--- src/logic/acc_ops_pkg.sv ---
// constants and types shared by the accumulator add/and datapath
package acc_ops_pkg;

  // ************************************************************
  // widths and instruction encodings
  // ************************************************************
  localparam int unsigned DATA_W  = 8;
  localparam int unsigned INSN_W  = 12;
  localparam int unsigned FADDR_W = 5;

  localparam logic [5:0] OP_ADD_ACC_TO_FILE    = 6'h07;  // 0001 11
  localparam logic [5:0] OP_AND_ACC_TO_FILE    = 6'h05;  // 0001 01
  localparam logic [3:0] OP_AND_LITERAL        = 4'hE;   // 1110
  localparam logic [8:0] OP_PIN_DIRECTION_LOAD = 9'h000; // 0000 0000 0
  localparam logic [2:0] PIN_DIR_PORT_ADDR     = 3'h6;
  localparam logic [FADDR_W-1:0] TIMER_COUNT_ADDR = 5'h01;

  // instruction field positions
  localparam int unsigned DEST_BIT      = 5;
  localparam int unsigned OPC_SHORT_LSB = 8;
  localparam int unsigned OPC_FILE_LSB  = 6;
  localparam int unsigned OPC_CTRL_LSB  = 3;

  // ************************************************************
  // status flag positions and reset values
  // ************************************************************
  localparam int unsigned FLAG_CARRY = 0;
  localparam int unsigned FLAG_HALF  = 1;
  localparam int unsigned FLAG_ZERO  = 2;
  localparam logic [2:0]        FLAGS_RESET = 3'h0;
  localparam logic [DATA_W-1:0] ACC_RESET   = 8'h00;
  localparam logic [DATA_W-1:0] DIR_RESET   = 8'hFF;

  // ************************************************************
  // software register map (word index on the plain port)
  // ************************************************************
  localparam int unsigned  REG_ADDR_W = 2;
  localparam logic [1:0]   REG_ACC    = 2'h0;
  localparam logic [1:0]   REG_FLAGS  = 2'h1;
  localparam logic [1:0]   REG_DIR    = 2'h2;
  localparam logic [1:0]   REG_CTRL   = 2'h3;
  localparam int unsigned  CTRL_PRESCALER_TO_TIMER = 0;
  localparam logic         CTRL_RESET = 1'b0;

  // ************************************************************
  // carriers
  // ************************************************************
  typedef struct packed {
    logic               en;
    logic [FADDR_W-1:0] addr;
    logic [DATA_W-1:0]  data;
  } file_wr_s;

endpackage

--- src/logic/acc_add_and_ops.sv ---
// accumulator add/and datapath with direction-latch load and prescaler clear
// ************************************************************
// Function
// - direction-load to address 6 copies accumulator
// - result written to timer clears assigned prescaler
// - add accumulator to file, flags, one cycle
// - dest bit 0 accumulator, 1 file register
// - and accumulator with file, zero only
// - and literal into accumulator, zero only
// ************************************************************
module acc_add_and_ops
(
  input  wire logic                                   clk_i,
  input  wire logic                                   reset_n_i,
  input  wire logic                                   insn_valid_i,
  input  wire logic [acc_ops_pkg::INSN_W-1:0]         insn_i,
  input  wire logic [acc_ops_pkg::DATA_W-1:0]         file_rdata_i,
  input  wire logic [acc_ops_pkg::REG_ADDR_W-1:0]     reg_addr_i,
  input  wire logic [acc_ops_pkg::DATA_W-1:0]         reg_wdata_i,
  input  wire logic                                   reg_write_i,
  input  wire logic                                   reg_read_i,
  output logic [acc_ops_pkg::DATA_W-1:0]              reg_rdata_o,
  output acc_ops_pkg::file_wr_s                       file_wr_o,
  output logic [acc_ops_pkg::DATA_W-1:0]              acc_o,
  output logic [2:0]                                  flags_o,
  output logic [acc_ops_pkg::DATA_W-1:0]              pin_dir_o,
  output logic                                        prescaler_clr_o
);

  // ************************************************************
  // decode
  // ************************************************************
  logic                               is_add;
  logic                               is_andf;
  logic                               is_andl;
  logic                               is_dir;
  logic                               dest_file;
  logic [acc_ops_pkg::FADDR_W-1:0]    faddr;
  logic [acc_ops_pkg::DATA_W:0]       sum;
  logic [4:0]                         low_sum;
  logic [acc_ops_pkg::DATA_W-1:0]     result;
  logic                               writes_result;
  logic [3:0]                         opc_short;
  logic [5:0]                         opc_file;
  logic [8:0]                         opc_ctrl;
  logic [2:0]                         ctrl_port;
  logic [acc_ops_pkg::DATA_W-1:0]     literal;

  // ************************************************************
  // instruction fields
  // ************************************************************
  assign opc_short = insn_i[acc_ops_pkg::INSN_W-1:acc_ops_pkg::OPC_SHORT_LSB];
  assign opc_file  = insn_i[acc_ops_pkg::INSN_W-1:acc_ops_pkg::OPC_FILE_LSB];
  assign opc_ctrl  = insn_i[acc_ops_pkg::INSN_W-1:acc_ops_pkg::OPC_CTRL_LSB];
  assign ctrl_port = insn_i[acc_ops_pkg::OPC_CTRL_LSB-1:0];
  assign literal   = insn_i[acc_ops_pkg::DATA_W-1:0];

  assign is_add    = insn_valid_i && (opc_file == acc_ops_pkg::OP_ADD_ACC_TO_FILE);
  assign is_andf   = insn_valid_i && (opc_file == acc_ops_pkg::OP_AND_ACC_TO_FILE);
  assign is_andl   = insn_valid_i && (opc_short == acc_ops_pkg::OP_AND_LITERAL);
  assign is_dir    = insn_valid_i && (opc_ctrl == acc_ops_pkg::OP_PIN_DIRECTION_LOAD)
                     && (ctrl_port == acc_ops_pkg::PIN_DIR_PORT_ADDR);
  assign dest_file = insn_i[acc_ops_pkg::DEST_BIT];
  assign faddr     = insn_i[acc_ops_pkg::FADDR_W-1:0];

  // ************************************************************
  // arithmetic
  // ************************************************************
  assign sum     = {1'b0, acc_o} + {1'b0, file_rdata_i};
  assign low_sum = {1'b0, acc_o[3:0]} + {1'b0, file_rdata_i[3:0]};

  always_comb
  begin
    result = acc_o;
    if (is_add)
    begin
      result = sum[acc_ops_pkg::DATA_W-1:0];
    end
    else if (is_andf)
    begin
      result = acc_o & file_rdata_i;
    end
    else if (is_andl)
    begin
      result = acc_o & literal;
    end
  end

  assign writes_result = is_add || is_andf || is_andl;

  // ************************************************************
  // accumulator
  // ************************************************************
  always_ff @(posedge clk_i)
  begin
    if (!reset_n_i)
    begin
      acc_o <= acc_ops_pkg::ACC_RESET;
    end
    else if (is_andl || ((is_add || is_andf) && !dest_file))
    begin
      acc_o <= result;
    end
    // an instruction update wins over a software write in the same cycle
    else if (reg_write_i && reg_addr_i == acc_ops_pkg::REG_ACC)
    begin
      acc_o <= reg_wdata_i;
    end
  end

  // ************************************************************
  // file register write-back
  // ************************************************************
  always_ff @(posedge clk_i)
  begin
    if (!reset_n_i)
    begin
      file_wr_o <= '0;
    end
    else
    begin
      // addr and data track every cycle; only en qualifies them
      file_wr_o.en   <= (is_add || is_andf) && dest_file;
      file_wr_o.addr <= faddr;
      file_wr_o.data <= result;
    end
  end

  // ************************************************************
  // status flags
  // ************************************************************
  always_ff @(posedge clk_i)
  begin
    if (!reset_n_i)
    begin
      flags_o <= acc_ops_pkg::FLAGS_RESET;
    end
    else if (writes_result)
    begin
      // and-type ops leave carry and half carry untouched
      flags_o[acc_ops_pkg::FLAG_ZERO] <= (result == 8'h00);
      if (is_add)
      begin
        flags_o[acc_ops_pkg::FLAG_CARRY] <= sum[acc_ops_pkg::DATA_W];
        flags_o[acc_ops_pkg::FLAG_HALF]  <= low_sum[4];
      end
    end
    else if (reg_write_i && reg_addr_i == acc_ops_pkg::REG_FLAGS)
    begin
      flags_o <= reg_wdata_i[2:0];
    end
  end

  // ************************************************************
  // pin direction latches, 1 means high impedance
  // ************************************************************
  always_ff @(posedge clk_i)
  begin
    if (!reset_n_i)
    begin
      pin_dir_o <= acc_ops_pkg::DIR_RESET;
    end
    else if (is_dir)
    begin
      pin_dir_o <= acc_o;
    end
  end

  // ************************************************************
  // prescaler clear and its assignment control
  // ************************************************************
  logic ctrl_q;

  always_ff @(posedge clk_i)
  begin
    if (!reset_n_i)
    begin
      ctrl_q <= acc_ops_pkg::CTRL_RESET;
    end
    else if (reg_write_i && reg_addr_i == acc_ops_pkg::REG_CTRL)
    begin
      ctrl_q <= reg_wdata_i[acc_ops_pkg::CTRL_PRESCALER_TO_TIMER];
    end
  end

  always_ff @(posedge clk_i)
  begin
    if (!reset_n_i)
    begin
      prescaler_clr_o <= 1'b0;
    end
    else
    begin
      prescaler_clr_o <= (is_add || is_andf) && dest_file && ctrl_q
                         && (faddr == acc_ops_pkg::TIMER_COUNT_ADDR);
    end
  end

  // ************************************************************
  // register read port, data valid only the cycle after the strobe
  // ************************************************************
  always_ff @(posedge clk_i)
  begin
    if (!reset_n_i)
    begin
      reg_rdata_o <= 8'h00;
    end
    else if (reg_read_i)
    begin
      unique case (reg_addr_i)
        acc_ops_pkg::REG_ACC:   reg_rdata_o <= acc_o;
        acc_ops_pkg::REG_FLAGS: reg_rdata_o <= {5'h00, flags_o};
        acc_ops_pkg::REG_DIR:   reg_rdata_o <= pin_dir_o;
        acc_ops_pkg::REG_CTRL:  reg_rdata_o <= {7'h00, ctrl_q};
      endcase
    end
    else
    begin
      reg_rdata_o <= 8'h00;
    end
  end

endmodule

--- config.mk ---
export PLATFORM = sky130hd
export DESIGN_NAME = acc_add_and_ops
export DESIGN_NICKNAME = d
export VERILOG_FILES = /design/src/logic/acc_ops_pkg.sv /design/src/logic/acc_add_and_ops.sv
export SDC_FILE = /design/constraint.sdc
export NUM_CORES = 1
export LEC_CHECK = 0
export BUFFER_PORTS_ARGS = -buffer_cell sky130_fd_sc_hd__buf_2
export CAP_MARGIN = 20
export CELL_PAD_IN_SITES_DETAIL_PLACEMENT = 0
export CELL_PAD_IN_SITES_GLOBAL_PLACEMENT = 1
export CORE_AREA = 2 2 87 89
export DETAILED_ROUTE_END_ITERATION = 10
export DIE_AREA = 0 0 89 91
export GPL_TIMING_DRIVEN = 1
export HOLD_SLACK_MARGIN = 0.03
export MAX_ROUTING_LAYER = met4
export PLACE_DENSITY_LB_ADDON = 0.1
export SKIP_LAST_GASP = 1
export SLEW_MARGIN = 5
export SYNTH_ARGS = -nofsm -noshare
export SYNTH_HDL_FRONTEND = slang
export SYNTH_SLANG_ARGS = --single-unit
--- constraint.sdc ---
create_clock -name clk_i -period 2.4 [get_ports clk_i]
set_clock_uncertainty 0.1 [all_clocks]
set_input_delay 0.24 -clock clk_i [delete_from_list [all_inputs] [get_ports clk_i]]
set_output_delay 0.24 -clock clk_i [all_outputs]
set_load 0.01 [all_outputs]
==> results of run 1 <==
routing by layer:
layer | up-vias | track usage, % | wire [um]
li1 | 1095 | - | -
met1 | 1044 | 26.2 | 3430
met2 | 58 | 29.4 | 3390
met3 | 6 | 2.91 | 301
met4 | 0 | 4.10 | 62
met5 | - | - | 0
power breakdown:
part / total, mW / leakage, nW / switching, mW / internal [mW]
clock network: 0.468 / 0.0412 / 0.264 / 0.204
logic: 0.268 / 1.05 / 0.150 / 0.118
registers: 0.747 / 0.350 / 0.0118 / 0.735
total: 1.48 / 1.44 / 0.426 / 1.06
flip-flops by register name, summed over array words and instances, names as in the netlist:
name             count
file_wr_o           14
acc_o                8
pin_dir_o            8
reg_rdata_o          8
flags_o              3
ctrl_q               1
prescaler_clr_o      1
worst register-to-register path: stages, from the launching register on:
cell and delay (ps):
dfxtp_1 340, ha_1 170, inv_1 80, fa_2 350
xnor2_1 150, nor3b_1 180, o21ai_0 130, a211oi_2 270
nand4_1 190, o31ai_2 210
final cells by class:
cell class              instances  area, um^2
clock inverters                 2        12.5
well taps                      99         124
clock buffers                   6        72.6
inverters                       8        30.0
flip-flops and latches         43         861
repair buffers                 94         515
fillers                       788        4160
multi-input cells             191        1360
worst paths after layout:
kind / from / slack [ps] / to / depth (start not counted)
min reg2reg: flags_o[0] / 380 / flags_o[0] / 2
max reg2reg: acc_o[0] / 150 / flags_o[2] / 9
max: acc_o[0] / 150 / flags_o[2] / 9
min: insn_i[4] / 90 / file_wr_o[12] / 2
layout by cell type (no fill, tap or decap), types with 3 or more instances in the layout:
master,count
a211oi_1,3
a21oi_1,10
and2_1,10
and3_1,3
buf_2,76
buf_4,18
clkbuf_8,5
dfxtp_1,43
ha_1,8
inv_1,8
mux2_2,3
mux2i_1,25
nand2_1,22
nand3_1,4
nand4_1,4
nor2_1,26
nor2b_1,5
nor3_1,8
nor4_1,3
o211a_1,3
o21a_1,4
o21ai_0,8
o31ai_1,3
cells by family (layout without fill, tap and decap cells):
family | count (synthesis) | after routing | synth area share [%]
and+or+nand+nor | 98 | 98 | 21.7
AOI/OAI and AO/OA | 52 | 52 | 16.8
DFF | 43 | 43 | 37.7
muxes | 29 | 29 | 13.4
buffers and inverters | 19 | 110 | 4.00
adders and majority gates | 9 | 9 | 5.26
xor gates and xnor gates | 3 | 3 | 1.15
timing repair:
item,in CTS,in global routing
setup endpoints to repair,0,4
hold buffers,0,0
gates resized for setup,0,6
setup buffers,0,0
per-stage QoR:
stage | area [um^2] | hold slack [ps] | setup slack (ps) | instances | util, %
2_1_floorplan | 2280 | 262 | 79.3 | 253 | -
3_3_place_gp | 2860 | 366 | 72.2 | 435 | 40.1
3_5_place_dp | 2860 | 366 | 53.3 | 435 | 40.1
4_1_cts | 2950 | 81.1 | 19.0 | 443 | 41.3
5_1_grt | 2980 | 106 | 31.2 | 443 | 41.7
6_report | 2980 | 89.9 | 148 | 443 | 41.7
==> impl_metrics.csv, run 1 <==
group,metric,value,unit
outcome,status,"completed",
floorplan,io_pins,77,
sta,min_period,2250,ps
yosys,synth_commonest_cells,"dfxtp_1, nor2_1, mux2i_1",
critical_path,cp.arrival,2370,ps
min_path,worstHoldPathType,"in -> reg",
yosys,synth.ff_latch_count,43,
floorplan,coreArea,0.00714,mm^2
critical_path,cp_slowest_cell,"fa_2",
place,port_buffers,76,
drt,via_per_inst,4.97,
sta,worst_slew_pin_slew,656,ps
cts,clkSlewWorstSetupHoldPaths,90,ps
floorplan,rows,31,
drt,wire_per_inst,16.2,um
cts,htree_num_levels,2,
cts,cts_root_buffer,"clkbuf_8",
cts,clk-insertion-delay-late,300,ps
drt,route.vias.total,2203,
global_route,track_usage,19.0,%
global_route,grt_pass1_wl,11.4,mm
yosys,synth_ff_type,"dfxtp_1",
cts,cts.sinks,43,
drt,finalWirelength,7.18,mm
drt,drt-initial-drc-count,95,
critical_path,slowest_delay,350,ps
critical_path,critPathCaptureType,"flop",
yosys,synth_nets,297,
drt,drc,0,
yosys,ys_types,55,
critical_path,startpoint_type,"flop",
sta,relSlewSlack,56.2,%
yosys,async_reset_ff_share,0,%
power_and_ir_drop,cellPowerDensity,498,mW/mm^2
sta,finalCritPeriodShare,93.8,%
drt,firstDrtPassIters,4,
sta,maxSlewViolCount,0,
global_route,grt_max_degree,25,
critical_path,path_delay_family,"compound AO/OA/AOI/OAI gates",
global_route,grt_pass1_vias,2178,
finish,n_antenna_cell,0,
yosys,synth.most_common_cell,"dfxtp_1",
finish,drive_above_1_share,33.4,%
yosys,synth.yosys.seq_area_share,37.7,%
floorplan,die_w,89,um
global_route,grt.overflow.total,0,
critical_path,path_buf_inv,1,
critical_path,crit_type,"reg -> reg",
power_and_ir_drop,peakVddDrop,0.172,mV
yosys,yosys.area.top_type,"dfxtp_1",
yosys,yosysWarnings,0,
sta,tns,0,ps
cts,cts_tree,"yes",
floorplan,die_h,91,um
yosys,syn_area,0.00228,mm^2
power_and_ir_drop,p_total,1.48,mW
run,drv_cap,0,
floorplan,initial_core_util,32.0,%
floorplan,die-area,0.00810,mm^2
power_and_ir_drop,p_leak,1.44,nW
yosys,avgSynthCellArea,9.03,um^2
critical_path,worstPathMaxFanout,2,
place,gp_congestion,0.856,
yosys,synth-edff-count,0,
global_route,antenna_found_initial,0,
yosys,synthTopCellsByArea,"dfxtp_1, mux2i_1, ha_1, nor2_1, nand2_1",
sta,hold_viol_final,0,
finish,finish.net_count,387,
yosys,synth_top_cell_area_share,37.7,%
yosys,syn_inst,253,
sta,rsz0062_at_grt,"no",
cts,clockBufferDepth,2,
place,hpwl,5.54,mm
critical_path,worstPathRequired,2520,ps
critical_path,path_cells,"ha_1, inv_1, fa_2, xnor2_1, nor3b_1, o21ai_0, a211oi_2, nand4_1, o31ai_2",
drt,ant_nets,0,
sta,fmax,444,MHz
cts,cts_inserted_buffers,5,
finish,areaGrowthSynthToFinish,30.4,%
sta,setup_viol,0,
Power figures use the tool's default switching activity.
==> inputs of run 2 (changes only) <==
--- a/config.mk
+++ b/config.mk
@@ -9,9 +9,10 @@
 export CAP_MARGIN = 20
 export CELL_PAD_IN_SITES_DETAIL_PLACEMENT = 0
 export CELL_PAD_IN_SITES_GLOBAL_PLACEMENT = 1
-export CORE_AREA = 2 2 87 89
+export CORE_AREA = 2 2 85 87
+export CTS_BUF_LIST = sky130_fd_sc_hd__clkbuf_2 sky130_fd_sc_hd__clkbuf_4 sky130_fd_sc_hd__clkbuf_8
 export DETAILED_ROUTE_END_ITERATION = 10
-export DIE_AREA = 0 0 89 91
+export DIE_AREA = 0 0 87 89
 export GPL_TIMING_DRIVEN = 1
 export HOLD_SLACK_MARGIN = 0.03
 export MAX_ROUTING_LAYER = met4
==> constraint.sdc (replaced) <==
create_clock -name clk_i -period 2.4 [get_ports clk_i]
set_clock_uncertainty 0.1 [all_clocks]
set_input_delay 0 -clock clk_i [delete_from_list [all_inputs] [get_ports clk_i]]
set_output_delay 0 -clock clk_i [all_outputs]
set_load 0.01 [all_outputs]
==> run 2 against run 1 <==
Routed wire length decreased by 4.3%. Clock power increased by 23%. Non-clock buffer count up 10. Utilization is 4.4 points higher. Hold slack worse by 31 ps. Via count rose by 0.41%. Largest cell class unchanged. Highest routed layer unchanged.
==> impl_metrics.csv, run 2 (same netlist as run 1, synthesis figures left out) <==
group,metric,value,unit
power_and_ir_drop,cellPowerDensity,518,mW/mm^2
global_route,track_usage,18.8,%
critical_path,critPathCaptureType,"flop",
global_route,top_usage_layer,"met2",
finish,drive_above_1_share,30.8,%
cts,clkSlewWorstSetupHoldPaths,80,ps
critical_path,crit_type,"reg -> reg",
sta,worst_slew_pin_slew,607,ps
floorplan,initial_core_util,34.0,%
sta,min_period,2240,ps
sta,setup_viol,0,
cts,cts_inserted_buffers,5,
power_and_ir_drop,power_switching,402,uW
place,port_buffers,76,
sta,relSlewSlack,59.5,%
drt,drc,0,
sta,setup_ws,164,ps
outcome,status,"completed",
finish,final_common_cell,"buf_2",
sta,tns,0,ps
critical_path,cp_slowest_cell,"dfxtp_1",
critical_path,path_cells,"ha_1, inv_1, fa_2, nand2b_4, a211oi_4, o21a_1, o21ai_0, and2_1, o211a_1",
power_and_ir_drop,p_leak,1.50,nW
cts,clk-insertion-delay-late,280,ps
global_route,grtUsageMet3,3.32,%
power_and_ir_drop,swShare,25.1,%
power_and_ir_drop,pwr-share-comb,17.5,%
critical_path,worstPathRequired,2480,ps
cts,post-cts-setup-buffer-count,0,
drt,ant_nets,0,
drt,finalWirelength,6.87,mm
cts,cts_root_buffer,"clkbuf_8",
power_and_ir_drop,peakVddDrop,0.189,mV
power_and_ir_drop,p_seq_share,46.6,%
finish,largest_reg_flops,14,
sta,timing.hold.ws,59.3,ps
drt,firstDrtPassIters,4,
drt,drt-initial-drc-count,81,
sta,hold_viol_final,0,
drt,route.vias.total,2212,
floorplan,die-area,0.00774,mm^2
drt,wire_per_inst,15.8,um
finish,areaGrowthSynthToFinish,35.6,%
finish,layout_common_cells,"buf_2, dfxtp_1, nor2_1, mux2i_1, nand2_1",
floorplan,die_w,87,um
run,drv_cap,0,
drt,via_per_inst,5.10,
place,post-place-ws,64.3,ps
floorplan,rows,30,
global_route,grt.overflow.total,0,
finish,fill_cells,673,
floorplan,io_pins,77,
cts,clockBufferDepth,2,
place,gp_congestion,0.896,
global_route,grt_pass1_wl,10.9,mm
cts,cts.sinks,43,
power_and_ir_drop,p_int,1.20,mW
sta,rsz0062_at_grt,"no",
global_route,grt_max_degree,25,
finish,finish.net_count,397,
critical_path,cp.arrival,2320,ps
sta,fmax,447,MHz
cts,cts_tree,"yes",
sta,finalCritPeriodShare,93.2,%
sta,maxSlewViolCount,0,
place,hpwl,5.36,mm
global_route,met1_usage,25.0,%
global_route,antenna_found_initial,0,
finish,utilization,46.1,%
floorplan,coreArea,0.00672,mm^2
critical_path,worstPathMaxFanout,2,
min_path,worstHoldPathType,"in -> reg",
finish,largest-register,"file_wr_o",
global_route,met2_usage,29.1,%
power_and_ir_drop,p_clk_share,35.9,%
cts,htree_num_levels,2,
finish,n_antenna_cell,0,
floorplan,die_h,89,um
global_route,grt_pass1_vias,2130,
critical_path,startpoint_type,"flop",
critical_path,slowest_delay,350,ps
==> run 2: per-stage QoR <==
step | total power [mW] | cells | instance area, um^2
after floorplan | 0.911 | 253 | 2280
after global placement | 1.02 | 410 | 2790
after detailed placement | 1.02 | 410 | 2790
after CTS | 1.62 | 434 | 3070
after global routing | 1.68 | 434 | 3100
final | 1.60 | 434 | 3100
==> run 2: worst paths after layout <==
path | from | end | slack, ps | depth (start not counted)
max | acc_o[0] | acc_o[6] | 160 | 9
min | reg_addr_i[1] | reg_rdata_o[7] | 60 | 3
max reg2reg | acc_o[0] | acc_o[6] | 160 | 9
min reg2reg | pin_dir_o[0] | pin_dir_o[0] | 400 | 2
==> run 2: critical path, delay by kind of cell (launching register included) <==
family	cells	cell delay, ps
AO/OA/AOI/OAI	4	720
adder cells (fa/ha/maj)	2	520
buffers and inverters	1	70
flip-flops	1	350
AND/OR/NAND/NOR	2	390
==> run 2: final cells by class <==
class | instances | area (um^2) | share of cell area, %
well taps | 80 | 100 | 3.23
multi-input cells | 191 | 1360 | 43.9
clock inverters | 2 | 35.0 | 1.13
flip-flops and latches | 43 | 861 | 27.8
clock buffers | 6 | 82.6 | 2.67
inverters | 8 | 30.0 | 0.969
repair buffers | 104 | 631 | 20.4
==> run 2: what timing repair did <==
item                       in CTS  in global routing
setup endpoints to repair       0                  6
hold endpoints to repair       21                  0
hold buffers                   16                  0
gates resized for setup         0                  6
==> run 2: per-layer routing <==
| metal | part of all wire, % | vias to the layer above |
|---|---|---|
| met1 | 49 | 1029 |
| met3 | 4.6 | 4 |
| met4 | 1.2 | 0 |
| met5 | 0 | - |
| met2 | 45 | 69 |
| li1 | - | 1110 |
==> run 2: power by group through the flow <==
| stage | registers [mW] | clock network [mW] | logic (mW) |
|---|---|---|---|
| 6_report | 0.748 | 0.576 | 0.280 |
| 5_1_grt | 0.751 | 0.623 | 0.310 |
| 4_1_cts | 0.748 | 0.594 | 0.276 |
| 3_5_place_dp | 0.765 | 0 | 0.254 |
| 3_3_place_gp | 0.765 | 0 | 0.258 |
| 2_1_floorplan | 0.776 | 0 | 0.135 |
==> inputs of run 3 (changes only) <==
--- a/config.mk
+++ b/config.mk
@@ -5,14 +5,15 @@
 export SDC_FILE = /design/constraint.sdc
 export NUM_CORES = 1
 export LEC_CHECK = 0
+export ABC_CLOCK_PERIOD_IN_PS = 2300
 export BUFFER_PORTS_ARGS = -buffer_cell sky130_fd_sc_hd__buf_2
 export CAP_MARGIN = 20
 export CELL_PAD_IN_SITES_DETAIL_PLACEMENT = 0
 export CELL_PAD_IN_SITES_GLOBAL_PLACEMENT = 1
-export CORE_AREA = 2 2 85 87
+export CORE_AREA = 2 2 81 83
 export CTS_BUF_LIST = sky130_fd_sc_hd__clkbuf_2 sky130_fd_sc_hd__clkbuf_4 sky130_fd_sc_hd__clkbuf_8
 export DETAILED_ROUTE_END_ITERATION = 10
-export DIE_AREA = 0 0 87 89
+export DIE_AREA = 0 0 83 85
 export GPL_TIMING_DRIVEN = 1
 export HOLD_SLACK_MARGIN = 0.03
 export MAX_ROUTING_LAYER = met4
==> constraint.sdc (replaced) <==
create_clock -name clk_i -period 2.3 [get_ports clk_i]
set_clock_uncertainty 0.1 [all_clocks]
set_input_delay 0 -clock clk_i [delete_from_list [all_inputs] [get_ports clk_i]]
set_output_delay 0 -clock clk_i [all_outputs]
set_load 0.01 [all_outputs]
==> run 3 against run 2 <==
Via count is 1.4% higher. Sequential power is 4.1% higher. Hold slack worse by 16 ps. Highest routed layer unchanged. Sequential share of layout area is 0.34 points lower. Critical endpoint unchanged. Global-route usage is 2.0 points higher.
==> impl_metrics.csv, run 3 (same netlist as run 1, synthesis figures left out) <==
group,metric,value,unit
outcome,status,"completed",
critical_path,cp.arrival,2310,ps
cts,cts_inserted_buffers,5,
critical_path,worstPathRequired,2390,ps
drt,ant_nets,0,
finish,drive_above_1_share,33.5,%
finish,largest-register,"file_wr_o",
global_route,grt.overflow.total,0,
cts,cts.sinks,43,
critical_path,startpoint_type,"flop",
critical_path,reg2reg_slack,90,ps
critical_path,reg2reg_depth,9,
finish,finish.net_count,401,
drt,finalWirelength,7.06,mm
global_route,grt_pass1_vias,2192,
floorplan,die_h,85,um
finish,final_cells,435,
cts,cts_tree,"yes",
min_path,worstHoldPathType,"in -> reg",
power_and_ir_drop,cellPowerDensity,507,mW/mm^2
floorplan,die_w,83,um
critical_path,crit_type,"reg -> reg",
finish,n_antenna_cell,0,
place,port_buffers,76,
place,gp_congestion,0.871,
global_route,track_usage,20.8,%
sta,worst_slew_pin_slew,676,ps
drt,firstDrtPassIters,4,
finish,final_common_cell,"buf_2",
sta,rsz0062_at_grt,"yes",
power_and_ir_drop,p_total,1.59,mW
sta,relSlewSlack,55.0,%
sta,fmax,452,MHz
min_path,hold_path_depth,4,
cts,clk-insertion-delay-late,300,ps
floorplan,io_pins,77,
run,drv_cap,0,
floorplan,coreArea,0.00620,mm^2
drt,wire_per_inst,16.2,um
place,hpwl,5.25,mm
sta,maxSlewViolCount,0,
finish,areaGrowthSynthToFinish,37.5,%
sta,min_period,2210,ps
finish,layout_common_cells,"buf_2, dfxtp_1, nor2_1, mux2i_1, nand2_1",
cts,clkSlewWorstSetupHoldPaths,90,ps
cts,clockBufferDepth,2,
global_route,grt_max_degree,25,
floorplan,die-area,0.00706,mm^2
cts,htree_num_levels,2,
critical_path,worstPathMaxFanout,2,
finish,largest_reg_flops,14,
critical_path,critPathCaptureType,"flop",
drt,drt-initial-drc-count,77,
floorplan,rows,29,
global_route,grt_pass1_wl,11.3,mm
sta,hold_viol_final,0,
power_and_ir_drop,peakVddDrop,0.290,mV
global_route,antenna_found_initial,0,
floorplan,initial_core_util,36.8,%
drt,route.vias.total,2244,
sta,setup_viol,0,
drt,via_per_inst,5.16,
cts,cts_root_buffer,"clkbuf_8",
sta,finalCritPeriodShare,96.2,%
drt,drc,0,
power_and_ir_drop,p_leak,1.51,nW
place,dp_cells,410,
==> run 3: report_power, final <==
part | switching, mW | internal, mW
logic | 0.167 | 0.146
clock network | 0.275 | 0.225
registers | 0.0119 | 0.767
==> run 3: layout make-up <==
type	count	area [um^2]
timing repair buffer	108	661
multi-input combinational	191	1400
fill	645	3060
clock inverter	2	12.5
sequential	43	862
clock buffer	6	76.3
inverter	8	30.0
tap	77	96.3
==> run 3: stage by stage <==
stage	setup TNS [ps]	area, um^2	util, %	hold slack, ps	setup slack [ps]
after detailed placement	0	2810	45.4	165	44.9
after CTS	0	3060	49.4	36.9	4.19
final	0	3140	50.6	43.2	86.7
after floorplan	0	2290	-	21.7	56.0
after global placement	0	2810	45.4	160	75.3
after global routing	-76.4	3140	50.6	46.7	-45.3
==> run 3: worst paths after layout <==
path                       start         end
setup reg to reg        acc_o[0]    acc_o[6]
hold reg to reg       flags_o[0]  flags_o[0]
hold / removal    reg_wdata_i[1]  flags_o[1]
setup / recovery        acc_o[0]    acc_o[6]
==> run 3: layer usage <==
layer | share of wire [%] | up-vias | GRT usage [%]
li1 | - | 1123 | -
met1 | 47 | 1050 | 27.2
met3 | 4.6 | 6 | 3.50
met2 | 47 | 65 | 33.4
met4 | 1.0 | 0 | 5.66
met5 | 0 | - | -
==> run 3: what timing repair did <==
item / 4_1_cts / 5_1_grt
hold buffers: 16 / 0
endpoints found under the setup margin: 0 / 6
endpoints found under the hold margin: 27 / 0
buffers inserted: 0 / 1
resized for setup: 0 / 15
==> run 3: critical path, stage by stage (launching register included) <==
cell and delay [ps]:
dfxtp_2 360, ha_4 130, inv_2 40, fa_2 410
nand2b_4 180, a211oi_4 250, o21a_1 150, o21ai_0 100
and2_1 190, o211a_1 190
